<file path="config.mk">
export PLATFORM = sky130hd
export DESIGN_NAME = watchdog_unit
export DESIGN_NICKNAME = d
export VERILOG_FILES = /design/src/hdl/watchdog_pkg.sv /design/src/hdl/pin_sync.sv /design/src/hdl/watchdog_unit.sv
export SDC_FILE = /design/constraint.sdc
export NUM_CORES = 1
export LEC_CHECK = 0
export ABC_AREA = 0
export BUFFER_PORTS_ARGS = -buffer_cell sky130_fd_sc_hd__buf_2
export CORE_MARGIN = 1
export CORE_UTILIZATION = 47
export DETAILED_ROUTE_END_ITERATION = 12
export GPL_ROUTABILITY_DRIVEN = 0
export GPL_TIMING_DRIVEN = 0
export PLACE_DENSITY_LB_ADDON = 0.25
export RECOVER_POWER = 25
export SLEW_MARGIN = 20
export SYNTH_ARGS = -nofsm -noshare
export SYNTH_HDL_FRONTEND = slang
export SYNTH_SLANG_ARGS = --single-unit
</file>
<file path="constraint.sdc">
create_clock -name i_clk -period 3.55 [get_ports i_clk]
set_input_delay 0.1775 -clock i_clk [delete_from_list [all_inputs] [get_ports i_clk]]
set_output_delay 0.1775 -clock i_clk [all_outputs]
set_load 0.005 [all_outputs]
</file>
<file path="src/hdl/watchdog_pkg.sv">
// Package of shared constants for the watchdog timer and reset-cause block.
// Assumes a byte-wide register port and a single system clock.
package watchdog_pkg;

   // Register byte offsets on the plain register port.
   localparam logic [7:0] REG_CONTROL = 8'h60;
   localparam logic [7:0] REG_CAUSE = 8'h54;

   // Field positions inside the watchdog control register.
   localparam int CTL_IRQ_FLAG = 7;
   localparam int CTL_IRQ_EN = 6;
   localparam int CTL_PSEL3 = 5;
   localparam int CTL_CHG_EN = 4;
   localparam int CTL_RST_EN = 3;

   // Field positions inside the reset-cause register.
   localparam int CAUSE_DOG = 3;
   localparam int CAUSE_BROWN = 2;
   localparam int CAUSE_PIN = 1;
   localparam int CAUSE_PWR = 0;

   // Reset values and fixed fills.
   localparam logic [3:0] CAUSE_AT_POWERON = 4'h1;
   localparam logic [3:0] CAUSE_UNUSED = 4'h0;
   localparam logic [3:0] PSEL_RESET = 4'h0;
   localparam logic [3:0] PSEL_LONGEST = 4'h9;
   localparam logic [7:0] RDATA_IDLE = 8'h00;

   // Change-enable window length in system clock cycles.
   localparam logic [2:0] CHG_WINDOW_CYC = 3'h4;
   localparam logic [2:0] CHG_LAST_CYC = 3'h1;

   // Default time-out base in oscillator cycles.
   localparam int BASE_OSC_CYCLES = 2048;

   // Operating modes of the watchdog.
   typedef enum logic [1:0] {
      MODE_STOP,
      MODE_IRQ,
      MODE_RST,
      MODE_IRQ_RST
   } dog_mode_t;

endpackage

</file>
<file path="src/hdl/pin_sync.sv">
// Two-stage synchroniser for a group of asynchronous level inputs.
// Assumes the clock enable freezes the stages like all other state.
`timescale 1ns/1ps
module pin_sync #(
   parameter int WIDTH = 4
) (
   input wire logic i_clk,
   input wire logic i_rstn,
   input wire logic i_ce,
   input wire logic [WIDTH-1:0] i_async,
   output logic [WIDTH-1:0] o_sync
);

   logic [WIDTH-1:0] meta_q;

   // First stage is read only by the second stage.
   always_ff @(posedge i_clk or negedge i_rstn) begin
      if (!i_rstn) begin
         meta_q <= '0;
         o_sync <= '0;
      end else if (i_ce) begin
         meta_q <= i_async;
         o_sync <= meta_q;
      end
   end

endmodule

</file>
<file path="src/hdl/watchdog_unit.sv">
// Watchdog timer with timed change protection and reset-cause flags.
// Assumes the oscillator, pin reset, brown-out and fuse arrive asynchronously.
`timescale 1ns/1ps
module watchdog_unit #(
   parameter int BASE_CYCLES = watchdog_pkg::BASE_OSC_CYCLES
) (
   input wire logic i_clk,
   input wire logic i_rstn,
   input wire logic i_ce,
   input wire logic [7:0] i_addr,
   input wire logic [7:0] i_wdata,
   input wire logic i_wr,
   input wire logic i_rd,
   output logic [7:0] o_rdata,
   input wire logic i_dog_osc,
   input wire logic i_dog_always_on_fuse,
   input wire logic i_pin_reset,
   input wire logic i_brownout_reset,
   input wire logic i_dog_restart,
   input wire logic i_vector_ack,
   input wire logic i_global_irq_enable,
   output logic o_dog_irq,
   output logic o_dog_sys_reset
);

   localparam int CNT_W = $clog2(BASE_CYCLES) + 11;

   // Refuse a base that the shift-based limit cannot serve.
   if (BASE_CYCLES < 2 || (BASE_CYCLES & (BASE_CYCLES - 1)) != 0) begin : g_bad_base
      $error("BASE_CYCLES must be a power of two of at least two.");
   end

   logic [3:0] sync_w;
   logic osc_s;
   logic fuse_s;
   logic pin_s;
   logic brown_s;
   logic osc_last_q;
   logic tick;
   logic dog_irq_flag_q;
   logic dog_irq_enable_q;
   logic dog_reset_enable_q;
   logic dog_change_enable_q;
   logic [2:0] chg_cnt_q;
   logic [3:0] period_sel_q;
   logic [3:0] cause_q;
   logic [CNT_W-1:0] cnt_q;
   logic sys_rst_q;
   logic wr_ctl;
   logic wr_cause;
   logic soft_rst;
   logic ack;
   logic ie_eff;
   logic wde_eff;
   logic [3:0] psel_eff;
   logic [CNT_W-1:0] limit;
   logic timeout;
   logic irq_evt;
   logic dog_rst_evt;
   logic open_req;
   watchdog_pkg::dog_mode_t mode;

   // Bring the oscillator, fuse and reset pins into the clock domain.
   pin_sync #(
      .WIDTH(4)
   ) u_sync (
      .i_clk(i_clk),
      .i_rstn(i_rstn),
      .i_ce(i_ce),
      .i_async({i_dog_always_on_fuse, i_brownout_reset, i_pin_reset, i_dog_osc}),
      .o_sync(sync_w)
   );

   assign osc_s = sync_w[0];
   assign pin_s = sync_w[1];
   assign brown_s = sync_w[2];
   assign fuse_s = sync_w[3];

   // Remember the last oscillator level so each rising edge is one tick.
   always_ff @(posedge i_clk or negedge i_rstn) begin
      if (!i_rstn) begin
         osc_last_q <= 1'b0;
      end else if (i_ce) begin
         osc_last_q <= osc_s;
      end
   end

   assign tick = i_ce && osc_s && !osc_last_q;

   // Qualified strobes; all state freezes while the clock enable is low.
   assign wr_ctl = i_ce && i_wr && (i_addr == watchdog_pkg::REG_CONTROL);
   assign wr_cause = i_ce && i_wr && (i_addr == watchdog_pkg::REG_CAUSE);
   assign ack = i_ce && i_vector_ack;
   assign soft_rst = pin_s || brown_s || sys_rst_q;
   assign open_req = wr_ctl && i_wdata[watchdog_pkg::CTL_CHG_EN]
                     && i_wdata[watchdog_pkg::CTL_RST_EN];

   // Effective enables after the fuse and the dog cause flag override.
   assign ie_eff = dog_irq_enable_q && !fuse_s;
   assign wde_eff = dog_reset_enable_q || cause_q[watchdog_pkg::CAUSE_DOG]
                    || fuse_s;

   // Decode the operating mode.
   always_comb begin
      if (fuse_s) begin
         mode = watchdog_pkg::MODE_RST;
      end else begin
         case ({wde_eff, ie_eff})
            2'b01: mode = watchdog_pkg::MODE_IRQ;
            2'b10: mode = watchdog_pkg::MODE_RST;
            2'b11: mode = watchdog_pkg::MODE_IRQ_RST;
            default: mode = watchdog_pkg::MODE_STOP;
         endcase
      end
   end

   // Reserved period codes behave as the longest period.
   assign psel_eff = (period_sel_q > watchdog_pkg::PSEL_LONGEST) ?
                     watchdog_pkg::PSEL_LONGEST : period_sel_q;
   assign limit = CNT_W'(BASE_CYCLES) << psel_eff;

   // Time-out and the action that it takes in each mode.
   assign timeout = tick && (mode != watchdog_pkg::MODE_STOP)
                    && (cnt_q == limit - CNT_W'(1));
   assign irq_evt = timeout && ((mode == watchdog_pkg::MODE_IRQ)
                    || ((mode == watchdog_pkg::MODE_IRQ_RST) && !dog_irq_flag_q));
   assign dog_rst_evt = timeout && ((mode == watchdog_pkg::MODE_RST)
                        || ((mode == watchdog_pkg::MODE_IRQ_RST) && dog_irq_flag_q));

   // Oscillator cycle counter.
   always_ff @(posedge i_clk or negedge i_rstn) begin
      if (!i_rstn) begin
         cnt_q <= '0;
      end else if (i_ce) begin
         if (i_dog_restart || timeout || soft_rst
             || mode == watchdog_pkg::MODE_STOP) begin
            cnt_q <= '0;
         end else if (tick) begin
            cnt_q <= cnt_q + CNT_W'(1);
         end
      end
   end

   // One-cycle system reset pulse from the watchdog.
   always_ff @(posedge i_clk or negedge i_rstn) begin
      if (!i_rstn) begin
         sys_rst_q <= 1'b0;
      end else if (i_ce) begin
         sys_rst_q <= dog_rst_evt;
      end
   end

   assign o_dog_sys_reset = sys_rst_q;

   // Interrupt flag: a time-out in the same cycle as a clear wins.
   always_ff @(posedge i_clk or negedge i_rstn) begin
      if (!i_rstn) begin
         dog_irq_flag_q <= 1'b0;
      end else if (i_ce) begin
         if (irq_evt) begin
            dog_irq_flag_q <= 1'b1;
         end else if (soft_rst || ack
                      || (wr_ctl && i_wdata[watchdog_pkg::CTL_IRQ_FLAG])) begin
            dog_irq_flag_q <= 1'b0;
         end
      end
   end

   // Interrupt enable: vector execution clears it, so interrupt-and-reset mode drops to reset-only.
   always_ff @(posedge i_clk or negedge i_rstn) begin
      if (!i_rstn) begin
         dog_irq_enable_q <= 1'b0;
      end else if (i_ce) begin
         if (soft_rst || ack) begin
            dog_irq_enable_q <= 1'b0;
         end else if (wr_ctl) begin
            dog_irq_enable_q <= i_wdata[watchdog_pkg::CTL_IRQ_EN];
         end
      end
   end

   assign o_dog_irq = dog_irq_flag_q && ie_eff && i_global_irq_enable;

   // Change-enable window: opened by writing it with reset-enable,
   // closed by the next control write or after four cycles.
   always_ff @(posedge i_clk or negedge i_rstn) begin
      if (!i_rstn) begin
         dog_change_enable_q <= 1'b0;
         chg_cnt_q <= '0;
      end else if (i_ce) begin
         if (soft_rst) begin
            dog_change_enable_q <= 1'b0;
            chg_cnt_q <= '0;
         end else if (dog_change_enable_q) begin
            chg_cnt_q <= chg_cnt_q - 3'h1;
            if (wr_ctl || chg_cnt_q == watchdog_pkg::CHG_LAST_CYC) begin
               dog_change_enable_q <= 1'b0;
            end
         end else if (open_req) begin
            dog_change_enable_q <= 1'b1;
            chg_cnt_q <= watchdog_pkg::CHG_WINDOW_CYC;
         end
      end
   end

   // Reset-enable: clearing needs the window and a clear dog cause flag.
   always_ff @(posedge i_clk or negedge i_rstn) begin
      if (!i_rstn) begin
         dog_reset_enable_q <= 1'b0;
      end else if (i_ce) begin
         if (dog_rst_evt || cause_q[watchdog_pkg::CAUSE_DOG]) begin
            dog_reset_enable_q <= 1'b1;
         end else if (wr_ctl && dog_change_enable_q) begin
            dog_reset_enable_q <= i_wdata[watchdog_pkg::CTL_RST_EN];
         end else if (wr_ctl && i_wdata[watchdog_pkg::CTL_RST_EN]) begin
            dog_reset_enable_q <= 1'b1;
         end
      end
   end

   // Period select: written only inside the window; soft_rst reloads the reset code.
   always_ff @(posedge i_clk or negedge i_rstn) begin
      if (!i_rstn) begin
         period_sel_q <= watchdog_pkg::PSEL_RESET;
      end else if (i_ce) begin
         if (soft_rst) begin
            period_sel_q <= watchdog_pkg::PSEL_RESET;
         end else if (wr_ctl && dog_change_enable_q) begin
            period_sel_q <= {i_wdata[watchdog_pkg::CTL_PSEL3], i_wdata[2:0]};
         end
      end
   end

   // Reset-cause flags: power-on sets only the power flag, any set
   // wins over a software write of zero.
   always_ff @(posedge i_clk or negedge i_rstn) begin
      if (!i_rstn) begin
         cause_q <= watchdog_pkg::CAUSE_AT_POWERON;
      end else if (i_ce) begin
         cause_q <= (wr_cause ? (cause_q & i_wdata[3:0]) : cause_q)
                    | {dog_rst_evt, brown_s, pin_s, 1'b0};
      end
   end

   // Read data stand for exactly the cycle after the read strobe.
   always_ff @(posedge i_clk or negedge i_rstn) begin
      if (!i_rstn) begin
         o_rdata <= watchdog_pkg::RDATA_IDLE;
      end else if (i_ce) begin
         if (i_rd && i_addr == watchdog_pkg::REG_CONTROL) begin
            o_rdata <= {dog_irq_flag_q, ie_eff, period_sel_q[3], dog_change_enable_q,
                        wde_eff, period_sel_q[2:0]};
         end else if (i_rd && i_addr == watchdog_pkg::REG_CAUSE) begin
            o_rdata <= {watchdog_pkg::CAUSE_UNUSED, cause_q};
         end else begin
            o_rdata <= watchdog_pkg::RDATA_IDLE;
         end
      end
   end
endmodule

</file>
==> results of run 1 <==
==> cell usage after synthesis, drive strengths merged, types with 3 or more instances <==
cell type,instances
nand2,21
mux2,8
a22o,5
nor4b,4
nand4b,3
dfrtp,54
inv,10
or3,6
o21ai,18
a21oi,13
o211ai,4
a22oi,5
buf,7
xnor2,18
nor3,13
clkbuf,7
nand2b,3
ha,4
nor2b,5
xor2,7
nor3b,4
and3,9
nor2,37
nand4,6
nand3,13
==> cell type report <==
| class | instances | area, µm² | share of cell area |
|---|---|---|---|
| buffer | 14 | 76.3 | 0.0221 |
| clock buffer | 6 | 72.6 | 0.0211 |
| clock inverter | 2 | 60.1 | 0.0174 |
| inverter | 10 | 37.5 | 0.0109 |
| multi-input combinational | 235 | 1540 | 0.447 |
| sequential | 55 | 1380 | 0.400 |
| tap | 75 | 93.8 | 0.0272 |
| timing repair buffer | 37 | 186 | 0.0541 |
==> cells in the final DEF (no fill, tap or decap), types with 11 or more instances in the layout <==
cell type	synthesis	final
nand2_1	21	21
clkbuf_1	7	11
xnor2_1	18	18
dfrtp_1	54	54
nor2_1	37	37
a21oi_1	12	12
nand3_1	13	13
nor3_1	13	13
buf_2	4	36
o21ai_0	17	17
==> sequential cells by signal (all words and copies together) (netlist names) <==
name	flops
cause_q	4
period_sel_q	4
dog_change_enable_q	1
cnt_q	22
dog_irq_flag_q	1
dog_reset_enable_q	1
dog_irq_enable_q	1
o_rdata	8
osc_last_q	1
chg_cnt_q	3
o_dog_sys_reset	1
u_sync.meta_q	4
u_sync.o_sync	4
==> cells by family (layout without fill, tap and decap cells) <==
family	after synthesis	in the layout
AOI/OAI and AO/OA	65	65
xor gates and xnor gates	25	25
adders and majority gates	4	4
buffers and inverters	24	69
DFF	55	55
muxes	8	8
and+or+nand+nor	133	133
==> worst min path at each step <==
stage / startpoint / endpoint / slack, ns
5_1_grt: i_dog_always_on_fuse / u_sync.meta_q[3] / 0.09
2_1_floorplan: i_rstn / cause_q[1] / -0.12
3_3_place_gp: i_brownout_reset / u_sync.meta_q[2] / 0.41
3_5_place_dp: i_rstn / cnt_q[5] / 0.28
4_1_cts: i_brownout_reset / u_sync.meta_q[2] / 0.08
6_report: i_wdata[5] / period_sel_q[3] / 0.09
==> per-stage QoR <==
stage | worst slack [ns] | std cells
2_1_floorplan | 0.701 | 314
3_3_place_gp | 0.309 | 425
3_5_place_dp | 0.272 | 425
4_1_cts | 0.245 | 434
5_1_grt | 0.0303 | 434
6_report | 0.264 | 434
==> routing by layer <==
layer / routed length, µm / up-vias / part of all wire
met5: 0 / - / 0
met4: 91 / 0 / 0.013
met3: 221 / 6 / 0.033
met2: 3090 / 42 / 0.46
met1: 3350 / 1222 / 0.50
li1: - / 1211 / -
==> worst max-delay path: stages (launching register included) <==
cell      delay (ns)
dfrtp_1         0.36
buf_6           0.14
clkbuf_1        0.34
nor3_1          0.11
nand2_1         0.08
ha_1            0.14
buf_2           0.21
nor4b_1         0.38
xnor2_1         0.19
nand2_1         0.07
or4_4           0.57
o21ai_4         0.29
buf_4           0.24
nor2_1          0.06
==> power by group through the flow <==
stage	Sequential (µW)	Clock, µW	Combinational [µW]
after floorplan	665	0	56.1
after global placement	668	0	102
after detailed placement	669	0	104
after CTS	657	498	105
after global routing	660	518	116
final	657	492	103
==> repair_timing <==
action	CTS	global route
hold endpoints to repair	54	0
hold buffers	1	0
setup endpoints to repair	0	0
==> impl_metrics.json, run 1 <==
{
  "ys_seq_area_frac": 0.454,
  "drt-total-wl_um": 6750,
  "drt_iter0_drc": 167,
  "initial_utilization": 0.500,
  "p_total_uw": 1250,
  "clk_pin_slew_ns": 0.10,
  "routedWlPerCell_um": 15.6,
  "cts_buffer_depth": 2,
  "final_core_util": 0.569,
  "io_buffers": 36,
  "overflow": 0,
  "cp.arrival_ns": 3.50,
  "yosysTopAreaCell": "dfrtp_1",
  "post_cts_resized": 0,
  "ys_ff_latch": 55,
  "synth_area_leaders": "dfrtp_1 (45%), xnor2_1 (5.2%), nor2_1 (4.6%), mux2_2 (3.0%), o21ai_0 (2.8%)",
  "synth_top_family_by_area": "simple AND/OR/NAND/NOR gates",
  "core_area_um2": 6060,
  "die_x_um": 82.3,
  "r2r-end": "cnt_q[3]",
  "finalHoldViolCount": 0,
  "finalCriticalPeriod_ns": 3.29,
  "drc": 0,
  "critPathKind": "flop to flop",
  "finalCritPeriodShare": 0.926,
  "antenna_found_initial": 0,
  "p_comb_frac": 0.082,
  "diodes": 0,
  "critical_path.endpoint": "cnt_q[3]",
  "grt_first_pass_wirelength_um": 10800,
  "hold-path-cell-count": 2,
  "use_met2": 0.313,
  "via_per_inst": 5.72,
  "firstDrtPassIters": 4,
  "p_leak_uw": 0.00148,
  "yosysTopAreaCellShare": 0.446,
  "synthMuxAreaShare": 0.0297,
  "cp-start-kind": "flop",
  "p_int_uw": 966,
  "worst-slew-pin-transition_ns": 1.38,
  "ys_types": 56,
  "r2r_slack_ns": 0.26,
  "clock_sinks": 55,
  "dp_hpwl_um": 4960,
  "syn_area_um2": 3030,
  "cts_tree": "done",
  "syn_to_final_growth_pct": 13.6,
  "finalMaxSlewViolations": 0,
  "synth-edff-count": 0,
  "clk_latency_ns": 0.32,
  "antenna_left": 0,
  "cts_setup_buffers": 0,
  "die_area_um2": 6780,
  "cts_made_buffers": 5,
  "end_kind": "flop",
  "maxSlewHeadroom": 0.0820,
  "met1_usage": 0.317,
  "vias": 2481,
  "peakVddDrop_uv": 257,
  "timing.rr.start": "period_sel_q[3]",
  "synthCells": 314,
  "required_ns": 3.76,
  "grt_use_total": 0.213,
  "synth_xor_area_frac": 0.0722,
  "grt_pass1_vias": 2227,
  "cap_violations": 0,
  "tns_ns": 0,
  "cp_max_fo": 10,
  "ys_async_sr_fraction": 1.00,
  "p_sw_uw": 287,
  "status": "complete, no violations",
  "synth-simple-area-share": 0.237,
  "drive_above_1_share": 0.184,
  "holdCritPathClass": "input port to flop",
  "switching_share": 0.229,
  "seqPwrFrac": 0.525,
  "fin_area_um2": 3450,
  "avgSynthCellArea_um2": 9.66,
  "r2r_cells": 13,
  "die_y_um": 82.3,
  "synthAdderAreaFrac": 0.0165,
  "synth_compound_gate_area_share": 0.153,
  "synth_fp_nets": 346,
  "clock_tree.root_cell": "clkbuf_8",
  "ios": 38,
  "setup_viol": 0,
  "dpl_cell_area_um2": 3310,
  "grt_setup_unrepaired": "no",
  "final_nets": 390,
  "yosys_warnings": 0,
  "fill_cells": 562,
  "grt_max_degree": 56,
  "crit_path_start": "period_sel_q[3]",
  "whs_ns": 0.0877,
  "htree_levels": 2,
  "max_freq_ghz": 0.304,
  "grtUsageMet3": 0.0363,
  "skew_ns": 0.00688,
  "synth_ff_type": "dfrtp_1",
  "busiest_layer": "met1",
  "rows": 28,
  "power_density_nw_per_um2": 363,
  "clkPwrFrac": 0.393
}
No activity file was read; power rests on OpenSTA's default activity.
==> run 2, diff against run 1 <==
Settings changed: CORE_UTILIZATION 47 to 58.
==> impl_metrics.json, run 2 (same netlist as run 1, synthesis figures left out) <==
{
  "crit_path_start": "period_sel_q[2]",
  "end_kind": "flop",
  "cp.arrival_ns": 3.45,
  "cp_max_fo": 10,
  "cts_buffer_depth": 2,
  "cts_made_buffers": 5,
  "path_cells": "buf_2, nor3_1, nand2b_1, ha_1, buf_2, nor3_1, o2111a_1, a211oi_1, or4_4, o21ai_4, buf_4, nor2_1",
  "routedWlPerCell_um": 15.3,
  "top_register": "cnt_q",
  "final-seq-area_um2": 1380,
  "drive_above_1_share": 0.198,
  "worst-slew-pin-transition_ns": 1.29,
  "critPathSlowestCell": "or4_4",
  "clk_latency_ns": 0.32,
  "ios": 38,
  "cpPeakStageDelay_ns": 0.59,
  "dp_hpwl_um": 4730,
  "rows": 25,
  "grt_use_total": 0.255,
  "clk_pin_slew_ns": 0.11,
  "holdCritStartpoint": "i_wdata[5]",
  "finalHoldViolCount": 0,
  "grt_setup_unrepaired": "no",
  "final_nets": 390,
  "path_buf_inv": 3,
  "core_area_um2": 4880,
  "antenna_left": 0,
  "max_freq_ghz": 0.308,
  "clock_sinks": 55,
  "die_x_um": 74.3,
  "p_leak_uw": 0.00147,
  "grt_max_degree": 56,
  "met1Wirelength_um": 3190,
  "fill_cells": 399,
  "antenna_found_initial": 0,
  "setup_viol": 0,
  "diodes": 0,
  "finalCritPeriodShare": 0.914,
  "via_per_inst": 5.82,
  "io_buffers": 36,
  "skew_ns": 0.0102,
  "power_density_nw_per_um2": 333,
  "status": "complete, no violations",
  "wl_met2_um": 3000,
  "die_y_um": 74.3,
  "syn_to_final_growth_pct": 12.3,
  "final_cell_mix": "dfrtp_1 (54), buf_2 (39), nor2_1 (37), nand2_1 (21), xnor2_1 (18)",
  "firstDrtPassIters": 4,
  "crit_family": "simple AND/OR/NAND/NOR gates",
  "drt_iter0_drc": 246,
  "required_ns": 3.76,
  "whs_ns": 0.0816,
  "finalCriticalPeriod_ns": 3.25,
  "timing.rr.start": "period_sel_q[2]",
  "holdCritPathClass": "input port to flop",
  "initial_utilization": 0.622,
  "htree_levels": 2,
  "cap_violations": 0,
  "wl_met3_um": 259,
  "peakVddDrop_uv": 232,
  "multiInputGateArea_um2": 1540,
  "critPathKind": "flop to flop",
  "vias": 2479,
  "tns_ns": 0,
  "cts_tree": "done",
  "cts_setup_buffers": 0,
  "grt_first_pass_wirelength_um": 10700,
  "reg.largest.list": "cnt_q (22), o_rdata (8)",
  "drc": 0,
  "overflow": 0,
  "clock_tree.root_cell": "clkbuf_8",
  "drt-total-wl_um": 6510,
  "cp-start-kind": "flop",
  "maxSlewHeadroom": 0.138,
  "grt_pass1_vias": 2281,
  "largest_reg_flops": 22,
  "finalMaxSlewViolations": 0,
  "die_area_um2": 5520,
  "layout_commonest_cell": "dfrtp_1",
  "top_layer_used": "met4"
}
run 2: cell types whose count changed in the layout (fill, tap and decap cells not counted):
cell        delta
buf_2          +3
bufinv_16      -2
clkinv_4       +1
clkbuf_2       +1
clkinvlp_4     +1
clkbuf_1       -5
clkbuf_8       +1
run 2: per-layer routing:
| metal | vias to the layer above | track usage |
|---|---|---|
| met1 | 1203 | 0.373 |
| met5 | - | 0 |
| met4 | 0 | 0.0797 |
| met2 | 56 | 0.387 |
| li1 | 1214 | - |
| met3 | 6 | 0.0461 |
run 2: final timing paths:
check | to | slack (ns) | depth (start not counted)
worst max register to register | cnt_q[6] | 0.30 | 12
worst min register to register | cause_q[0] | 0.47 | 1
worst min-delay path | period_sel_q[3] | 0.08 | 2
worst max-delay path | cnt_q[6] | 0.30 | 12
min in group asynchronous | cnt_q[15] | 0.67 | 2
max in group asynchronous | cnt_q[18] | 2.11 | 2
run 2: what timing repair did:
action	in CTS	in global routing
endpoints found under the hold margin	54	0
hold buffers	1	0
endpoints found under the setup margin	0	10
gates resized for setup	0	2
run 2: where the power goes:
| group | leakage, µW | internal (µW) | switching [µW] |
|---|---|---|---|
| clock network | 0.0000474 | 160 | 216 |
| logic | 0.000697 | 41.0 | 62.1 |
| registers | 0.000729 | 643 | 13.8 |
run 2: worst register-to-register path, stage by stage (launching register included):
cell and delay, ns:
dfrtp_1 0.38, buf_2 0.16, nor3_1 0.37, nand2b_1 0.11, ha_1 0.22, buf_2 0.18, nor3_1 0.23, o2111a_1 0.23
a211oi_1 0.07, or4_4 0.59, o21ai_4 0.30, buf_4 0.24, nor2_1 0.07
run 2: stage by stage:
stage | total power, µW | util | cell area [µm²] | setup slack (ns) | cells
5_1_grt | 1170 | 0.698 | 3410 | 0.0967 | 426
4_1_cts | 1140 | 0.698 | 3410 | 0.247 | 426
6_report | 1140 | 0.698 | 3410 | 0.304 | 426
3_5_place_dp | 771 | 0.676 | 3300 | 0.284 | 417
2_1_floorplan | 721 | - | 3030 | 0.701 | 314
3_3_place_gp | 768 | 0.676 | 3300 | 0.323 | 417
run 2: cell type report:
cell class / instances / area share
buffer: 14 / 0.0228
clock buffer: 6 / 0.0242
clock inverter: 2 / 0.00477
inverter: 10 / 0.0110
multi-input combinational: 235 / 0.452
sequential: 55 / 0.404
tap: 67 / 0.0246
timing repair buffer: 37 / 0.0558
